<file path="src/hdl/pulse_seq_pkg.sv">
// package: constants, types and register map of the output pulse sequencer
package pulse_seq_pkg;
  localparam int NUM_OUT = 4;
  localparam int NUM_IN = 7;
  localparam int CLK_HZ = 100_000_000;
  localparam int TICK_MS = 100;
  localparam int TICK_CYCLES = CLK_HZ / 1000 * TICK_MS;
  localparam int SEC_TICKS = 1000 / TICK_MS;
  // register byte offsets
  localparam logic [11:0] OFF_CTRL = 12'h000;
  localparam logic [11:0] OFF_ACT_W = 12'h004;
  localparam logic [11:0] OFF_INACT_W = 12'h008;
  localparam logic [11:0] OFF_DELAY = 12'h00C;
  localparam logic [11:0] OFF_COUNT = 12'h010;
  localparam logic [11:0] OFF_CMD = 12'h014;
  localparam logic [11:0] OFF_STATUS = 12'h018;
  localparam logic [11:0] OFF_FS_CFG = 12'h01C;
  localparam logic [11:0] OFF_MAC_LO = 12'h020;
  localparam logic [11:0] OFF_MAC_HI = 12'h024;
  localparam logic [11:0] OFF_INCFG = 12'h028;
  localparam logic [11:0] OFF_CH_STRIDE = 12'h040;
  localparam logic [11:0] OFF_CH_BASE = 12'h100;
  // reset values
  localparam logic [13:0] WIDTH_RST = 14'h0001;
  localparam logic [13:0] DELAY_RST = 14'h0001;
  localparam logic [13:0] COUNT_RST = 14'h0001;
  localparam logic [13:0] FS_SEC_RST = 14'h001E;
  localparam logic [47:0] MAC_RST = 48'h0200_0000_0001; // arbitrary value
  // message constants
  localparam logic [7:0] MSG_DIGITAL = 8'h00;
  localparam logic [7:0] MSG_SERIAL = 8'h01;
  localparam int MSG_BYTES = 20;

  typedef enum logic [1:0] {DRV_SINK = 2'b00, DRV_SOURCE = 2'b01, DRV_BOTH = 2'b10} drive_t;
  typedef enum logic [1:0] {
    OUT_MANUAL = 2'b00, OUT_PULSE = 2'b01, OUT_DLY_ACT = 2'b10, OUT_DLY_DEACT = 2'b11
  } out_mode_t;
  typedef enum logic [1:0] {FS_NONE = 2'b00, FS_ACT = 2'b01, FS_DEACT = 2'b10} fs_act_t;

  // per-channel configuration
  typedef struct packed {
    drive_t drive;
    out_mode_t mode;
    logic counted;
    fs_act_t fs;
    logic follow_en;
    logic [2:0] follow_src;
    logic [13:0] act_w;
    logic [13:0] inact_w;
    logic [13:0] delay;
    logic [13:0] count;
  } ch_cfg_t;

  // pin drive of one channel: line low, line high
  typedef struct packed {
    logic pull_low;
    logic drive_high;
  } pin_drv_t;

  // status message stream byte
  typedef struct packed {
    logic valid;
    logic last;
    logic [7:0] data;
  } msg_byte_t;
endpackage
</file>
<file path="src/hdl/io_output_pulse_sequencer.sv">
// top: apb registers, tick divider, failsafe timer, outputs, input status messages
// Functional notes
// sink type grounds line when active, default
// source type drives voltage when active
// sink-and-source: ground inactive, voltage active
// manual mode follows activate/deactivate only
// pulse mode alternates active/inactive after activate
// continuous pulse runs until stopped
// counted pulse emits configured sequences, default one
// inactive width times 100 ms
// active width times 100 ms
// delayed activation waits then activates
// delayed deactivation goes inactive after delay
// delay setting times 100 ms
// failsafe none leaves output unchanged
// failsafe forces active or inactive
// failsafe timeout 1-9999 seconds, default 30; code accepts any nonzero 14-bit value, up to 16383
// each input change sends its own message
// message is 20 bytes, last ten reserved
// field order type, number, address, alarm, status
// type 0 digital, 1 serial signal
// numbers 1-4 digital, 5-7 serial signals
// alarm byte 0 clear, 1 alarm
// status byte 0/1, reserved bytes zero
// receiver drops unknown types, skips block
// output follows at most one input
// after last count stay inactive
//
// The APB interface to the registers and the placing of the registers were decided locally.
`timescale 1ns/1ps
`default_nettype none
module io_output_pulse_sequencer (
  input wire logic ref_clk,
  input wire logic rst_n,
  input wire logic psel,
  input wire logic penable,
  input wire logic pwrite,
  input wire logic [11:0] paddr,
  input wire logic [31:0] pwdata,
  output logic [31:0] prdata,
  output logic pready,
  output logic pslverr,
  input wire logic io_activity,
  input wire logic [pulse_seq_pkg::NUM_IN-1:0] in_pins,
  input wire logic [pulse_seq_pkg::NUM_IN-1:0] in_alarm,
  output pulse_seq_pkg::pin_drv_t [pulse_seq_pkg::NUM_OUT-1:0] out_pins,
  output pulse_seq_pkg::msg_byte_t msg_out,
  input wire logic msg_ready
);
  import pulse_seq_pkg::*;

  // apb decode
  wire logic acc = psel && penable;
  wire logic wr = acc && pwrite;
  wire logic [11:0] ch_off = paddr - OFF_CH_BASE;
  wire logic in_ch = (paddr >= OFF_CH_BASE) &&
    (paddr < OFF_CH_BASE + OFF_CH_STRIDE * 12'(NUM_OUT));
  wire logic [1:0] ch_sel = ch_off[7:6];
  wire logic [11:0] reg_off = {6'h00, ch_off[5:0]};
  wire logic glob_hit = (paddr == OFF_FS_CFG) || (paddr == OFF_MAC_LO) ||
    (paddr == OFF_MAC_HI) || (paddr == OFF_INCFG);
  wire logic ch_hit = in_ch && reg_off <= OFF_STATUS && reg_off[1:0] == 2'b00;
  assign pready = 1'b1;
  assign pslverr = acc && !(glob_hit || ch_hit);

  ch_cfg_t cfg_reg [NUM_OUT];
  logic [NUM_OUT-1:0] act_pulse, deact_pulse, active;
  logic fs_en_reg;
  logic [13:0] fs_sec_reg;
  logic [47:0] mac_reg;
  logic [NUM_IN-1:0] in_inv_reg;

  // 100 ms tick divider
  logic [23:0] div_reg;
  wire logic tick = (div_reg == 24'(TICK_CYCLES - 1));
  always_ff @(posedge ref_clk or negedge rst_n) begin
    if (!rst_n) div_reg <= 24'h000000;
    else div_reg <= tick ? 24'h000000 : div_reg + 24'h000001;
  end

  // input synchronisers and change detect
  logic [NUM_IN-1:0] in_s1, in_s2, in_prev, al_s1, al_s2;
  always_ff @(posedge ref_clk or negedge rst_n) begin
    if (!rst_n) begin
      in_s1 <= '0;
      in_s2 <= '0;
      in_prev <= '0;
      al_s1 <= '0;
      al_s2 <= '0;
    end else begin
      in_s1 <= in_pins;
      in_s2 <= in_s1;
      in_prev <= in_s2;
      al_s1 <= in_alarm;
      al_s2 <= al_s1;
    end
  end
  wire logic [NUM_IN-1:0] in_state = in_s2 ^ in_inv_reg;
  wire logic [NUM_IN-1:0] in_chg = in_s2 ^ in_prev;

  // failsafe inactivity timer in seconds
  logic act_s1, act_s2;
  logic [3:0] sec_div_reg;
  logic [13:0] fs_cnt_reg;
  wire logic sec_tick = tick && (sec_div_reg == 4'(SEC_TICKS - 1));
  wire logic activity = act_s2 || (|in_chg) || wr;
  wire logic fs_fire = fs_en_reg && sec_tick && !activity &&
    (fs_cnt_reg + 14'h0001 >= fs_sec_reg);
  always_ff @(posedge ref_clk or negedge rst_n) begin
    if (!rst_n) begin
      act_s1 <= 1'b0;
      act_s2 <= 1'b0;
      sec_div_reg <= 4'h0;
      fs_cnt_reg <= 14'h0000;
    end else begin
      act_s1 <= io_activity;
      act_s2 <= act_s1;
      if (tick) sec_div_reg <= sec_tick ? 4'h0 : sec_div_reg + 4'h1;
      if (activity || fs_fire || !fs_en_reg) fs_cnt_reg <= 14'h0000;
      else if (sec_tick) fs_cnt_reg <= fs_cnt_reg + 14'h0001;
    end
  end

  // per-channel registers, commands and sequencers
  genvar g;
  generate
    for (g = 0; g < NUM_OUT; g++) begin : gen_ch
      wire logic sel = wr && ch_hit && ch_sel == 2'(g);
      wire logic cmd_wr = sel && reg_off == OFF_CMD;
      // follow one local input: source index in 1..7 selects in_state bit
      wire logic [2:0] src = cfg_reg[g].follow_src;
      wire logic src_ok = cfg_reg[g].follow_en && src != 3'h0;
      wire logic [2:0] src_i = src - 3'h1;
      wire logic f_chg = src_ok && in_chg[src_i];
      wire logic f_lvl = in_state[src_i];
      assign act_pulse[g] = (cmd_wr && pwdata[0]) || (f_chg && f_lvl);
      assign deact_pulse[g] = (cmd_wr && pwdata[1]) || (f_chg && !f_lvl);

      always_ff @(posedge ref_clk or negedge rst_n) begin
        if (!rst_n) begin
          cfg_reg[g] <= '{DRV_SINK, OUT_MANUAL, 1'b0, FS_NONE, 1'b0, 3'h0,
            WIDTH_RST, WIDTH_RST, DELAY_RST, COUNT_RST};
        end else if (sel) begin
          if (reg_off == OFF_CTRL) begin
            cfg_reg[g].drive <= drive_t'(pwdata[1:0]);
            cfg_reg[g].mode <= out_mode_t'(pwdata[3:2]);
            cfg_reg[g].counted <= pwdata[4];
            cfg_reg[g].fs <= fs_act_t'(pwdata[6:5]);
            cfg_reg[g].follow_en <= pwdata[7];
            cfg_reg[g].follow_src <= pwdata[10:8];
          end
          if (reg_off == OFF_ACT_W && pwdata[13:0] != 14'h0) cfg_reg[g].act_w <= pwdata[13:0];
          if (reg_off == OFF_INACT_W && pwdata[13:0] != 14'h0) cfg_reg[g].inact_w <= pwdata[13:0];
          if (reg_off == OFF_DELAY && pwdata[13:0] != 14'h0) cfg_reg[g].delay <= pwdata[13:0];
          if (reg_off == OFF_COUNT && pwdata[13:0] != 14'h0) cfg_reg[g].count <= pwdata[13:0];
        end
      end

      out_channel u_ch (
        .ref_clk(ref_clk),
        .rst_n(rst_n),
        .tick(tick),
        .cfg(cfg_reg[g]),
        .act_cmd(act_pulse[g]),
        .deact_cmd(deact_pulse[g]),
        .fs_fire(fs_fire),
        .active(active[g]),
        .pin(out_pins[g])
      );
    end
  endgenerate

  // global registers
  always_ff @(posedge ref_clk or negedge rst_n) begin
    if (!rst_n) begin
      fs_en_reg <= 1'b0;
      fs_sec_reg <= FS_SEC_RST;
      mac_reg <= MAC_RST;
      in_inv_reg <= '0;
    end else if (wr) begin
      if (paddr == OFF_FS_CFG) begin
        fs_en_reg <= pwdata[16];
        if (pwdata[13:0] != 14'h0) fs_sec_reg <= pwdata[13:0];
      end
      if (paddr == OFF_MAC_LO) mac_reg[31:0] <= pwdata;
      if (paddr == OFF_MAC_HI) mac_reg[47:32] <= pwdata[15:0];
      if (paddr == OFF_INCFG) in_inv_reg <= pwdata[NUM_IN-1:0];
    end
  end

  // read mux
  wire ch_cfg_t rc = cfg_reg[ch_sel];
  logic [31:0] rd_ch, rd_glob;
  assign rd_ch = (reg_off == OFF_CTRL) ? {21'h0, rc.follow_src, rc.follow_en, rc.fs,
      rc.counted, rc.mode, rc.drive} :
    (reg_off == OFF_ACT_W) ? {18'h0, rc.act_w} :
    (reg_off == OFF_INACT_W) ? {18'h0, rc.inact_w} :
    (reg_off == OFF_DELAY) ? {18'h0, rc.delay} :
    (reg_off == OFF_COUNT) ? {18'h0, rc.count} :
    (reg_off == OFF_STATUS) ? {31'h0, active[ch_sel]} : 32'h00000000;
  assign rd_glob = (paddr == OFF_FS_CFG) ? {15'h0, fs_en_reg, 2'h0, fs_sec_reg} :
    (paddr == OFF_MAC_LO) ? mac_reg[31:0] :
    (paddr == OFF_MAC_HI) ? {16'h0, mac_reg[47:32]} :
    (paddr == OFF_INCFG) ? {9'h0, al_s2, 9'h0, in_state} : 32'h00000000;
  always_ff @(posedge ref_clk or negedge rst_n) begin
    if (!rst_n) prdata <= 32'h00000000;
    else if (psel && !penable && !pwrite) prdata <= ch_hit ? rd_ch : rd_glob;
  end

  // pending changes, one message per input
  logic [NUM_IN-1:0] pend_reg;
  logic busy_reg;
  logic [2:0] cur_reg;
  logic [4:0] idx_reg;
  logic [6:0] snap_st, snap_al;
  logic [2:0] pick;
  always_comb begin
    pick = 3'h0;
    for (int i = NUM_IN - 1; i >= 0; i--) begin
      if (pend_reg[i]) pick = 3'(i);
    end
  end
  wire logic start = !busy_reg && |pend_reg;
  wire logic byte_go = busy_reg && (!msg_out.valid || msg_ready);
  wire logic [2:0] num = cur_reg + 3'h1;
  logic [7:0] byte_val;
  always_comb begin
    unique case (idx_reg)
      5'd0: byte_val = (cur_reg < 3'h4) ? MSG_DIGITAL : MSG_SERIAL;
      5'd1: byte_val = {5'h00, num};
      5'd2: byte_val = mac_reg[47:40];
      5'd3: byte_val = mac_reg[39:32];
      5'd4: byte_val = mac_reg[31:24];
      5'd5: byte_val = mac_reg[23:16];
      5'd6: byte_val = mac_reg[15:8];
      5'd7: byte_val = mac_reg[7:0];
      5'd8: byte_val = {7'h00, snap_al[cur_reg]};
      5'd9: byte_val = {7'h00, snap_st[cur_reg]};
      default: byte_val = 8'h00;
    endcase
  end

  // message stream sequencer
  always_ff @(posedge ref_clk or negedge rst_n) begin
    if (!rst_n) begin
      pend_reg <= '0;
      busy_reg <= 1'b0;
      cur_reg <= 3'h0;
      idx_reg <= 5'h00;
      snap_st <= '0;
      snap_al <= '0;
      msg_out <= '0;
    end else begin
      pend_reg <= (pend_reg & ~((start ? 7'(1) << pick : 7'h00))) | in_chg;
      if (start) begin
        busy_reg <= 1'b1;
        cur_reg <= pick;
        idx_reg <= 5'h00;
        snap_st <= in_state;
        snap_al <= al_s2;
      end else if (byte_go) begin
        msg_out <= '{1'b1, idx_reg == 5'(MSG_BYTES - 1), byte_val};
        idx_reg <= idx_reg + 5'h01;
        if (idx_reg == 5'(MSG_BYTES - 1)) busy_reg <= 1'b0;
      end
      // drop valid once taken, also when the next message starts, so no byte repeats
      if (!byte_go && msg_ready) msg_out.valid <= 1'b0;
    end
  end
endmodule
`default_nettype wire

</file>
<file path="src/hdl/out_channel.sv">
// one output channel sequencer: manual, pulse, delayed modes, failsafe
`timescale 1ns/1ps
`default_nettype none
module out_channel (
  input wire logic ref_clk,
  input wire logic rst_n,
  input wire logic tick,
  input wire pulse_seq_pkg::ch_cfg_t cfg,
  input wire logic act_cmd,
  input wire logic deact_cmd,
  input wire logic fs_fire,
  output logic active,
  output pulse_seq_pkg::pin_drv_t pin
);
  import pulse_seq_pkg::*;

  typedef enum logic [2:0] {
    S_IDLE = 3'b000, S_ON = 3'b001, S_P_ON = 3'b010, S_P_OFF = 3'b011,
    S_WAIT_ON = 3'b100, S_WAIT_OFF = 3'b101
  } st_t;

  st_t state_reg, state_next;
  logic [13:0] tmr_reg, tmr_next;
  logic [13:0] cnt_reg, cnt_next;
  logic active_reg;

  wire logic tmr_done = tick && (tmr_reg <= 14'h0001);
  wire logic tmr_dec = tick && !tmr_done;

  // next state of the sequencer
  always_comb begin
    state_next = state_reg;
    tmr_next = tmr_dec ? tmr_reg - 14'h0001 : tmr_reg;
    cnt_next = cnt_reg;
    if (fs_fire && cfg.fs == FS_ACT) begin
      state_next = S_ON;
    end else if (fs_fire && cfg.fs == FS_DEACT) begin
      state_next = S_IDLE;
    end else if (act_cmd) begin
      unique case (cfg.mode)
        OUT_MANUAL: state_next = S_ON;
        OUT_PULSE: begin
          state_next = S_P_ON;
          tmr_next = cfg.act_w;
          cnt_next = cfg.count;
        end
        OUT_DLY_ACT: begin
          state_next = S_WAIT_ON;
          tmr_next = cfg.delay;
        end
        OUT_DLY_DEACT: begin
          state_next = S_WAIT_OFF;
          tmr_next = cfg.delay;
        end
      endcase
    end else if (deact_cmd) begin
      state_next = S_IDLE;
    end else begin
      unique case (state_reg)
        S_IDLE, S_ON: state_next = state_reg;
        S_P_ON: if (tmr_done) begin
          state_next = S_P_OFF;
          tmr_next = cfg.inact_w;
        end
        S_P_OFF: if (tmr_done) begin
          if (cfg.counted && cnt_reg <= 14'h0001) begin
            state_next = S_IDLE;
          end else begin
            state_next = S_P_ON;
            tmr_next = cfg.act_w;
            cnt_next = cfg.counted ? cnt_reg - 14'h0001 : cnt_reg;
          end
        end
        S_WAIT_ON: if (tmr_done) state_next = S_ON;
        S_WAIT_OFF: if (tmr_done) state_next = S_IDLE;
        default: state_next = S_IDLE;
      endcase
    end
  end

  wire logic on_next = (state_next == S_ON) || (state_next == S_P_ON) ||
    (state_next == S_WAIT_OFF);

  // state registers
  always_ff @(posedge ref_clk or negedge rst_n) begin
    if (!rst_n) begin
      state_reg <= S_IDLE;
      tmr_reg <= 14'h0000;
      cnt_reg <= 14'h0000;
      active_reg <= 1'b0;
    end else begin
      state_reg <= state_next;
      tmr_reg <= tmr_next;
      cnt_reg <= cnt_next;
      active_reg <= on_next;
    end
  end

  // line drive by type
  assign active = active_reg;
  assign pin.pull_low = (cfg.drive == DRV_SINK && active_reg) ||
    (cfg.drive == DRV_BOTH && !active_reg);
  assign pin.drive_high = (cfg.drive != DRV_SINK) && active_reg;
endmodule
`default_nettype wire

</file>
<file path="config.mk">
export PLATFORM = sky130hd
export DESIGN_NAME = io_output_pulse_sequencer
export DESIGN_NICKNAME = d
export VERILOG_FILES = /design/src/hdl/pulse_seq_pkg.sv /design/src/hdl/io_output_pulse_sequencer.sv /design/src/hdl/out_channel.sv
export SDC_FILE = /design/constraint.sdc
export NUM_CORES = 1
export LEC_CHECK = 0
export BUFFER_PORTS_ARGS = -buffer_cell sky130_fd_sc_hd__buf_2
export CAP_MARGIN = 20
export CORE_ASPECT_RATIO = 1.4
export CORE_MARGIN = 4
export CORE_UTILIZATION = 63
export DETAILED_ROUTE_END_ITERATION = 6
export PLACE_DENSITY = 0.81
export SLEW_MARGIN = 20
export SYNTH_ARGS = -nofsm -noshare
export SYNTH_HDL_FRONTEND = slang
export SYNTH_SLANG_ARGS = --single-unit
</file>
<file path="constraint.sdc">
create_clock -name ref_clk -period 4.3 [get_ports ref_clk]
set_input_delay 0.86 -clock ref_clk [delete_from_list [all_inputs] [get_ports ref_clk]]
set_output_delay 0.86 -clock ref_clk [all_outputs]
set_load 0.03 [all_outputs]
</file>
# ---- Word-level counts from Yosys, hierarchy flattened
# Cells that the tools add are included.
dict set report word_totals {
  reg_bits 617
  output_inout_bits 52
  elab_cells 615
}
dict set report op_classes {
  add_sub_neg 18
  n_lt_le_gt_ge 20
  n_eq_ne 94
  shift 1
  mux 170
  bitwise 15
  reduce_logical 216
}
# op count
set ops {}
lappend ops {{$mux 14} 67}
lappend ops {{$pmux 14 s2} 8}
lappend ops {{$bmux 67 s2} 1}
lappend ops {{$mux 67} 2}
lappend ops {{$mux 3} 39}
lappend ops {{$le 14x1->1 const B} 8}
lappend ops {{$sub 14x1->14 const B} 8}
lappend ops {{$mux 32} 3}
lappend ops {{$logic_and 1x1->1} 84}
lappend ops {{$pmux 8 s10} 1}
lappend ops {{$pmux 3 s5} 4}
lappend ops {{$reduce_and 2->1} 27}
lappend ops {{$pmux 3 s4} 4}
lappend ops {{$mux 23} 2}
lappend ops {{$reduce_bool 2->1} 20}
lappend ops {{$eq 12x6->1 const B} 3}
lappend ops {{$eq 2x2->1 const B} 18}
lappend ops {{$eq 3x2->1 const B} 12}
lappend ops {{$eq 3x3->1 const B} 12}
lappend ops {{$reduce_and 8->1} 4}
lappend ops {{$bmux 1 s3} 10}
lappend ops {{$logic_or 1x1->1} 29}
lappend ops {{$add 24x1->24 const B} 1}
lappend ops {{$eq 24x24->1 const B} 1}
lappend ops {{53 further kinds} 166}

# ---- Logic depth before layout (Yosys ltp)
dict set report logic_depth {
  ltp_word 16
  mapped_depth 20
}

# ---- By module
# From an unflattened synthesis, not the netlist that was laid out.
dict set report unflattened {
  hier_cells 3076
  hier_area_um2 33819.9
}
# mod n_inst cells_per_inst area_each_um2
set modules_own_cells {}
lappend modules_own_cells {io_output_pulse_sequencer 1 1777 23184.7}
lappend modules_own_cells {{out_channel (gen_ch[0].u_ch ...)} 3 329 2672.6}
lappend modules_own_cells {{out_channel (gen_ch[3].u_ch)} 1 312 2617.5}

# ---- Least setup slack after synthesis
# OpenSTA, ideal clock, no wires.
dict set report synth_path {
  path_type {register to register}
  start {reg fs_cnt_reg[0]}
  end {reg gen_ch[2].u_ch.active_reg}
  arrival_ns 3.646
  required_time_ns 4.175
  path_slack_ns 0.529
  stages_incl_launch_ff 17
  path_buffers 0
  cell_sequence {dfrtp_1 > ha_1 > nand3_1 > nor2_1 > and3_1 > and3_1 > nand3_1 > xnor2_1 > ha_1 > nand4_1 > nor2_1 > a22oi_1 > a2111oi_2 > nand2_1 > a22oi_1 > nor2_1 > mux2_2}
}
dict set report synth_between {
  elab_chain_len 9
  word_cells_on_any_way 12
  classes_between {add/sub (1); order compare (1); eq/ne (3); mux (2); reduce/logical (5)}
}
# element line_no
set synth_rtl {}
lappend synth_rtl {{from (decl)} io_output_pulse_sequencer.sv:104} ;# logic [13:0] fs_cnt_reg;
lappend synth_rtl {{from (signal assigned)} io_output_pulse_sequencer.sv:120} ;# else if (sec_tick) fs_cnt_reg <= fs_cnt_reg + 14'h0001;
lappend synth_rtl {{$add 14x1->14 (*)} io_output_pulse_sequencer.sv:108} ;# (fs_cnt_reg + 14'h0001 >= fs_sec_reg);
lappend synth_rtl {{$ge 14x14->1 (*)} io_output_pulse_sequencer.sv:108}
lappend synth_rtl {{$logic_and 1x1->1 (*)} io_output_pulse_sequencer.sv:107} ;# wire logic fs_fire = fs_en_reg && sec_tick && !activity &&
lappend synth_rtl {{$logic_and 1x1->1} out_channel.sv:37} ;# end else if (fs_fire && cfg.fs == FS_DEACT) begin
lappend synth_rtl {{$mux 3} out_channel.sv:37}
lappend synth_rtl {{$mux 3 (*)} out_channel.sv:35} ;# if (fs_fire && cfg.fs == FS_ACT) begin
lappend synth_rtl {{$eq 3x1->1 / $eq 3x2->1 (equally long branches)} out_channel.sv:81} ;# wire logic on_next = (state_next == S_ON) || (state_next == S_P_ON) ||
lappend synth_rtl {{$logic_or 1x1->1} out_channel.sv:81}
lappend synth_rtl {{$logic_or 1x1->1 (*)} out_channel.sv:81}
lappend synth_rtl {{net gen_ch[2].u_ch.on_next} out_channel.sv:81}
lappend synth_rtl {{to (signal assigned)} out_channel.sv:95} ;# active_reg <= on_next;
lappend synth_rtl {{to (decl)} out_channel.sv:25} ;# logic active_reg;
# The timed path passes the listed nets; every way through them passes the cells marked *.
# A chain may end at the register's enable or synchronous reset.

# ---- Worst setup path after layout
dict set report layout_path {
  start {reg fs_cnt_reg[1]}
  end {reg gen_ch[2].u_ch.active_reg}
}
# The elaborated chain is that of the path after synthesis.

==> results.tsv <==
metric	value	unit
area grow syn2layout	12.8	%
Hold Crit Class	in2async	
Crit. End Element	flip-flop	
Final Cycle Share	97.7	%
Warnings, synthesis	0	
CTS buffer count	59	
Highest Clock Rate	0.238	GHz
FP Rows	99	
Post-Route Skew	0.0235	ns
GPL Wtd Cong	1.10	
top cells by area, synth	dfrtp_1 45%, mux2_2 11%, mux4_2 5.3%	
Skew-Pair Late Insertion Delay	0.65	ns
Top FF cell, synth	dfrtp_1	
Worst Path Arrival	4.73	ns
final cell count without fillers	4014	
Crit Path Max Fanout	10	
setup violators final	0	
Crit Path Category	reg2reg	
Distinct cells, synth	103	
sequential area share after synthesis	46.4	%
initial antenna violation count	3	
Reg2Reg Setup Slack	0.1	ns
slowest stage delay, CP	0.54	ns
Pwr Total	12.6	mW
maximum buffer depth of the clock tree	3	
Final Hold Fails	0	
die area	0.0567	mm2
WP buf/inv	2	
CTS root buf	clkbuf_16	
maximum vdd drop	0.329	mV
Syn Inst Count	3085	
Core ar.	0.0523	mm2
fin crit period	4.20	ns
die span in y	280	um
largest net degree at the start of global routing	97	
DR WL/cell	30.6	um
Finished Core Util	71.9	%
FFs w/ async S/R, synth	100	%
H-tree levels	2	
post-DP HPWL	91600	um
first-pass GRT wire length	182000	um
Routed Antenna Nets	0	
EDFF count, synth	0	
routed wire length	123000	um
outcome	finished with violations	
syn_area_per_cell	10.8	um2
final net count	3386	
CTS tree	built	
Largest register FFs	256	
Final Max Tran Viols	0	
Initial Util	63.8	%
syn nets	3213	
Fin Setup TNS	0	ns
area leader, netlist	dfrtp_1	
gr ovfl total	0	
CTS clk-pin slew, worst paths	0.07	ns
critical path, cell by cell	ha_2 > nand3_1 > nor2_1 > and3_1 > and3_2 > nand3_1 > xnor2_1 > ha_1 > nand4_1 > nor2_2 > a41oi_4 > a2111oi_4 > buf_4 > nand2_1 > buf_4 > a22oi_1 > nor2_1 > mux2_2	
share of cells above drive strength 1	26.9	%
failing checks	design-rule violations	
clock sinks	617	
Crit path max-delay family	simple AND/OR/NAND/NOR gates	
Pre-antenna DRT Iters	7	
worst rel slew slack	22.2	%
Synth Register Bits	617	
Least-Margin Pin Slew	1.16	ns
Chip Width	202	um
I/O Pins	117	
Reg2Reg Depth	18	
worst r2r src	fs_cnt_reg[1]	
overall global routing resource usage	42.9	%
PD cells	335	mW/mm2
Max-Cap Viols	0	
nature of the critical path startpoint	flip-flop	
static leakage	16.6	nW
CP required	4.82	ns
initial detailed-routing violation count	3032	
synthesized cell area	0.0333	mm2
cell at the slowest stage of the critical path	a2111oi_4	
vias per cell	7.00	
Port Buffers	115	
# DRC	18	
top cell type's share of synthesized area	44.6	%
hold_buf cts	0	
worst hold slack	0.309	ns
vias	28100	
RR Endpoint	gen_ch[2].u_ch.active	
DP Cell Count	3899	
vias in the first global route	28200	
## cell usage after synthesis (9+ instances only)
library cell / number
dfrtp_1: 595
mux2_2: 324
nor2_1: 265
nand2_1: 184
a21oi_1: 168
o21ai_0: 167
clkbuf_1: 118
a22oi_1: 98
inv_1: 97
mux4_2: 78
nor3_1: 75
xnor2_1: 64
ha_1: 63
nand3_1: 56
xor2_1: 51
a31oi_1: 38
buf_2: 38
mux2i_1: 37
a222oi_1: 33
a22o_1: 30
nand2b_1: 29
nor4_1: 28
o22ai_1: 28
or3_1: 25
nand4_1: 24
nor2b_1: 24
o21ai_1: 23
dfstp_2: 22
o211ai_1: 18
and3_1: 17
nor3b_1: 15
a211oi_1: 13
a21o_1: 11
or4_1: 11
and2_1: 10
o221ai_1: 10
or2_2: 10
a221oi_1: 9
o21a_1: 9
o2bb2ai_1: 9
o31ai_1: 9
## final cells by class
type / instances / area, um2
Tap cell: 707 / 885
Timing Repair Buffer: 282 / 1990
Sequential cell: 617 / 15500
Clock inverter: 24 / 273
Antenna cell: 1 / 2.50
Multi-Input combinational cell: 2201 / 16900
Fill cell: 3831 / 14700
Clock buffer: 85 / 1690
Inverter: 97 / 364
## worst max path at each step
| stage | startpoint | end | slack [ns] | cells after the start |
|---|---|---|---|---|
| after floorplan | fs_cnt_reg[0] | gen_ch[2].u_ch.active | 0.53 | 16 |
| after global placement | fs_cnt_reg[0] | gen_ch[1].u_ch.tmr_reg[12] | 0.04 | 15 |
| after detailed placement | fs_cnt_reg[0] | gen_ch[1].u_ch.tmr_reg[12] | -0.08 | 16 |
| after CTS | fs_cnt_reg[0] | gen_ch[2].u_ch.active | -0.008 | 18 |
| after global routing | fs_cnt_reg[0] | gen_ch[2].u_ch.active | -0.10 | 18 |
| final | fs_cnt_reg[1] | gen_ch[2].u_ch.active | 0.1 | 18 |
## cell usage in the layout, fill, tap and decap left out, types with 55 or more instances in the layout
cell type    n
a22oi_1     97
nand3_1     55
nor2_1     261
mux2_2     324
a21oi_1    166
xnor2_1     64
buf_4      156
dfrtp_1    594
o21ai_0    167
buf_2      113
ha_1        62
clkbuf_16   60
mux4_2      78
nor3_1      71
inv_1       97
nand2_1    184
## power breakdown
group          total, mW  internal [mW]  switching, mW
logic               1.08          0.377          0.706
registers           6.17           5.96          0.206
clock network       5.37           3.02           2.35
total               12.6           9.36           3.26
## cells by family after synthesis
logic type | count (synthesis) | synth area share (%)
muxes | 439 | 17.3
xor gates and xnor gates | 117 | 3.12
buffers and inverters | 267 | 3.24
and+or+nand+nor | 845 | 13.1
other | 1 | 0.0112
AOI/OAI and AO/OA | 736 | 14.5
adders and majority gates | 63 | 2.36
DFF | 617 | 46.4
## metal layers
metal  track usage (%)  vias up  routed length [um]
li1                  -    11800                   -
met1              49.6    14000               41300
met2              69.2     1666               57300
met3              7.98      569               10200
met4              36.5        2               13900
met5                 0        -                   7
## what timing repair did
action	4_1_cts	5_1_grt
resized for setup	3	14
setup endpoints to repair	9	120
buffers inserted	0	5
pin swaps	0	4
## through the flow
| step | cell area, um2 | worst slack, ns |
|---|---|---|
| after floorplan | 33300 | 0.529 |
| after global placement | 35500 | 0.0401 |
| after detailed placement | 35500 | -0.0763 |
| after CTS | 37500 | -0.00765 |
| after global routing | 37600 | -0.101 |
| final | 37600 | 0.0969 |
No activity file was read; power rests on OpenSTA's default activity.
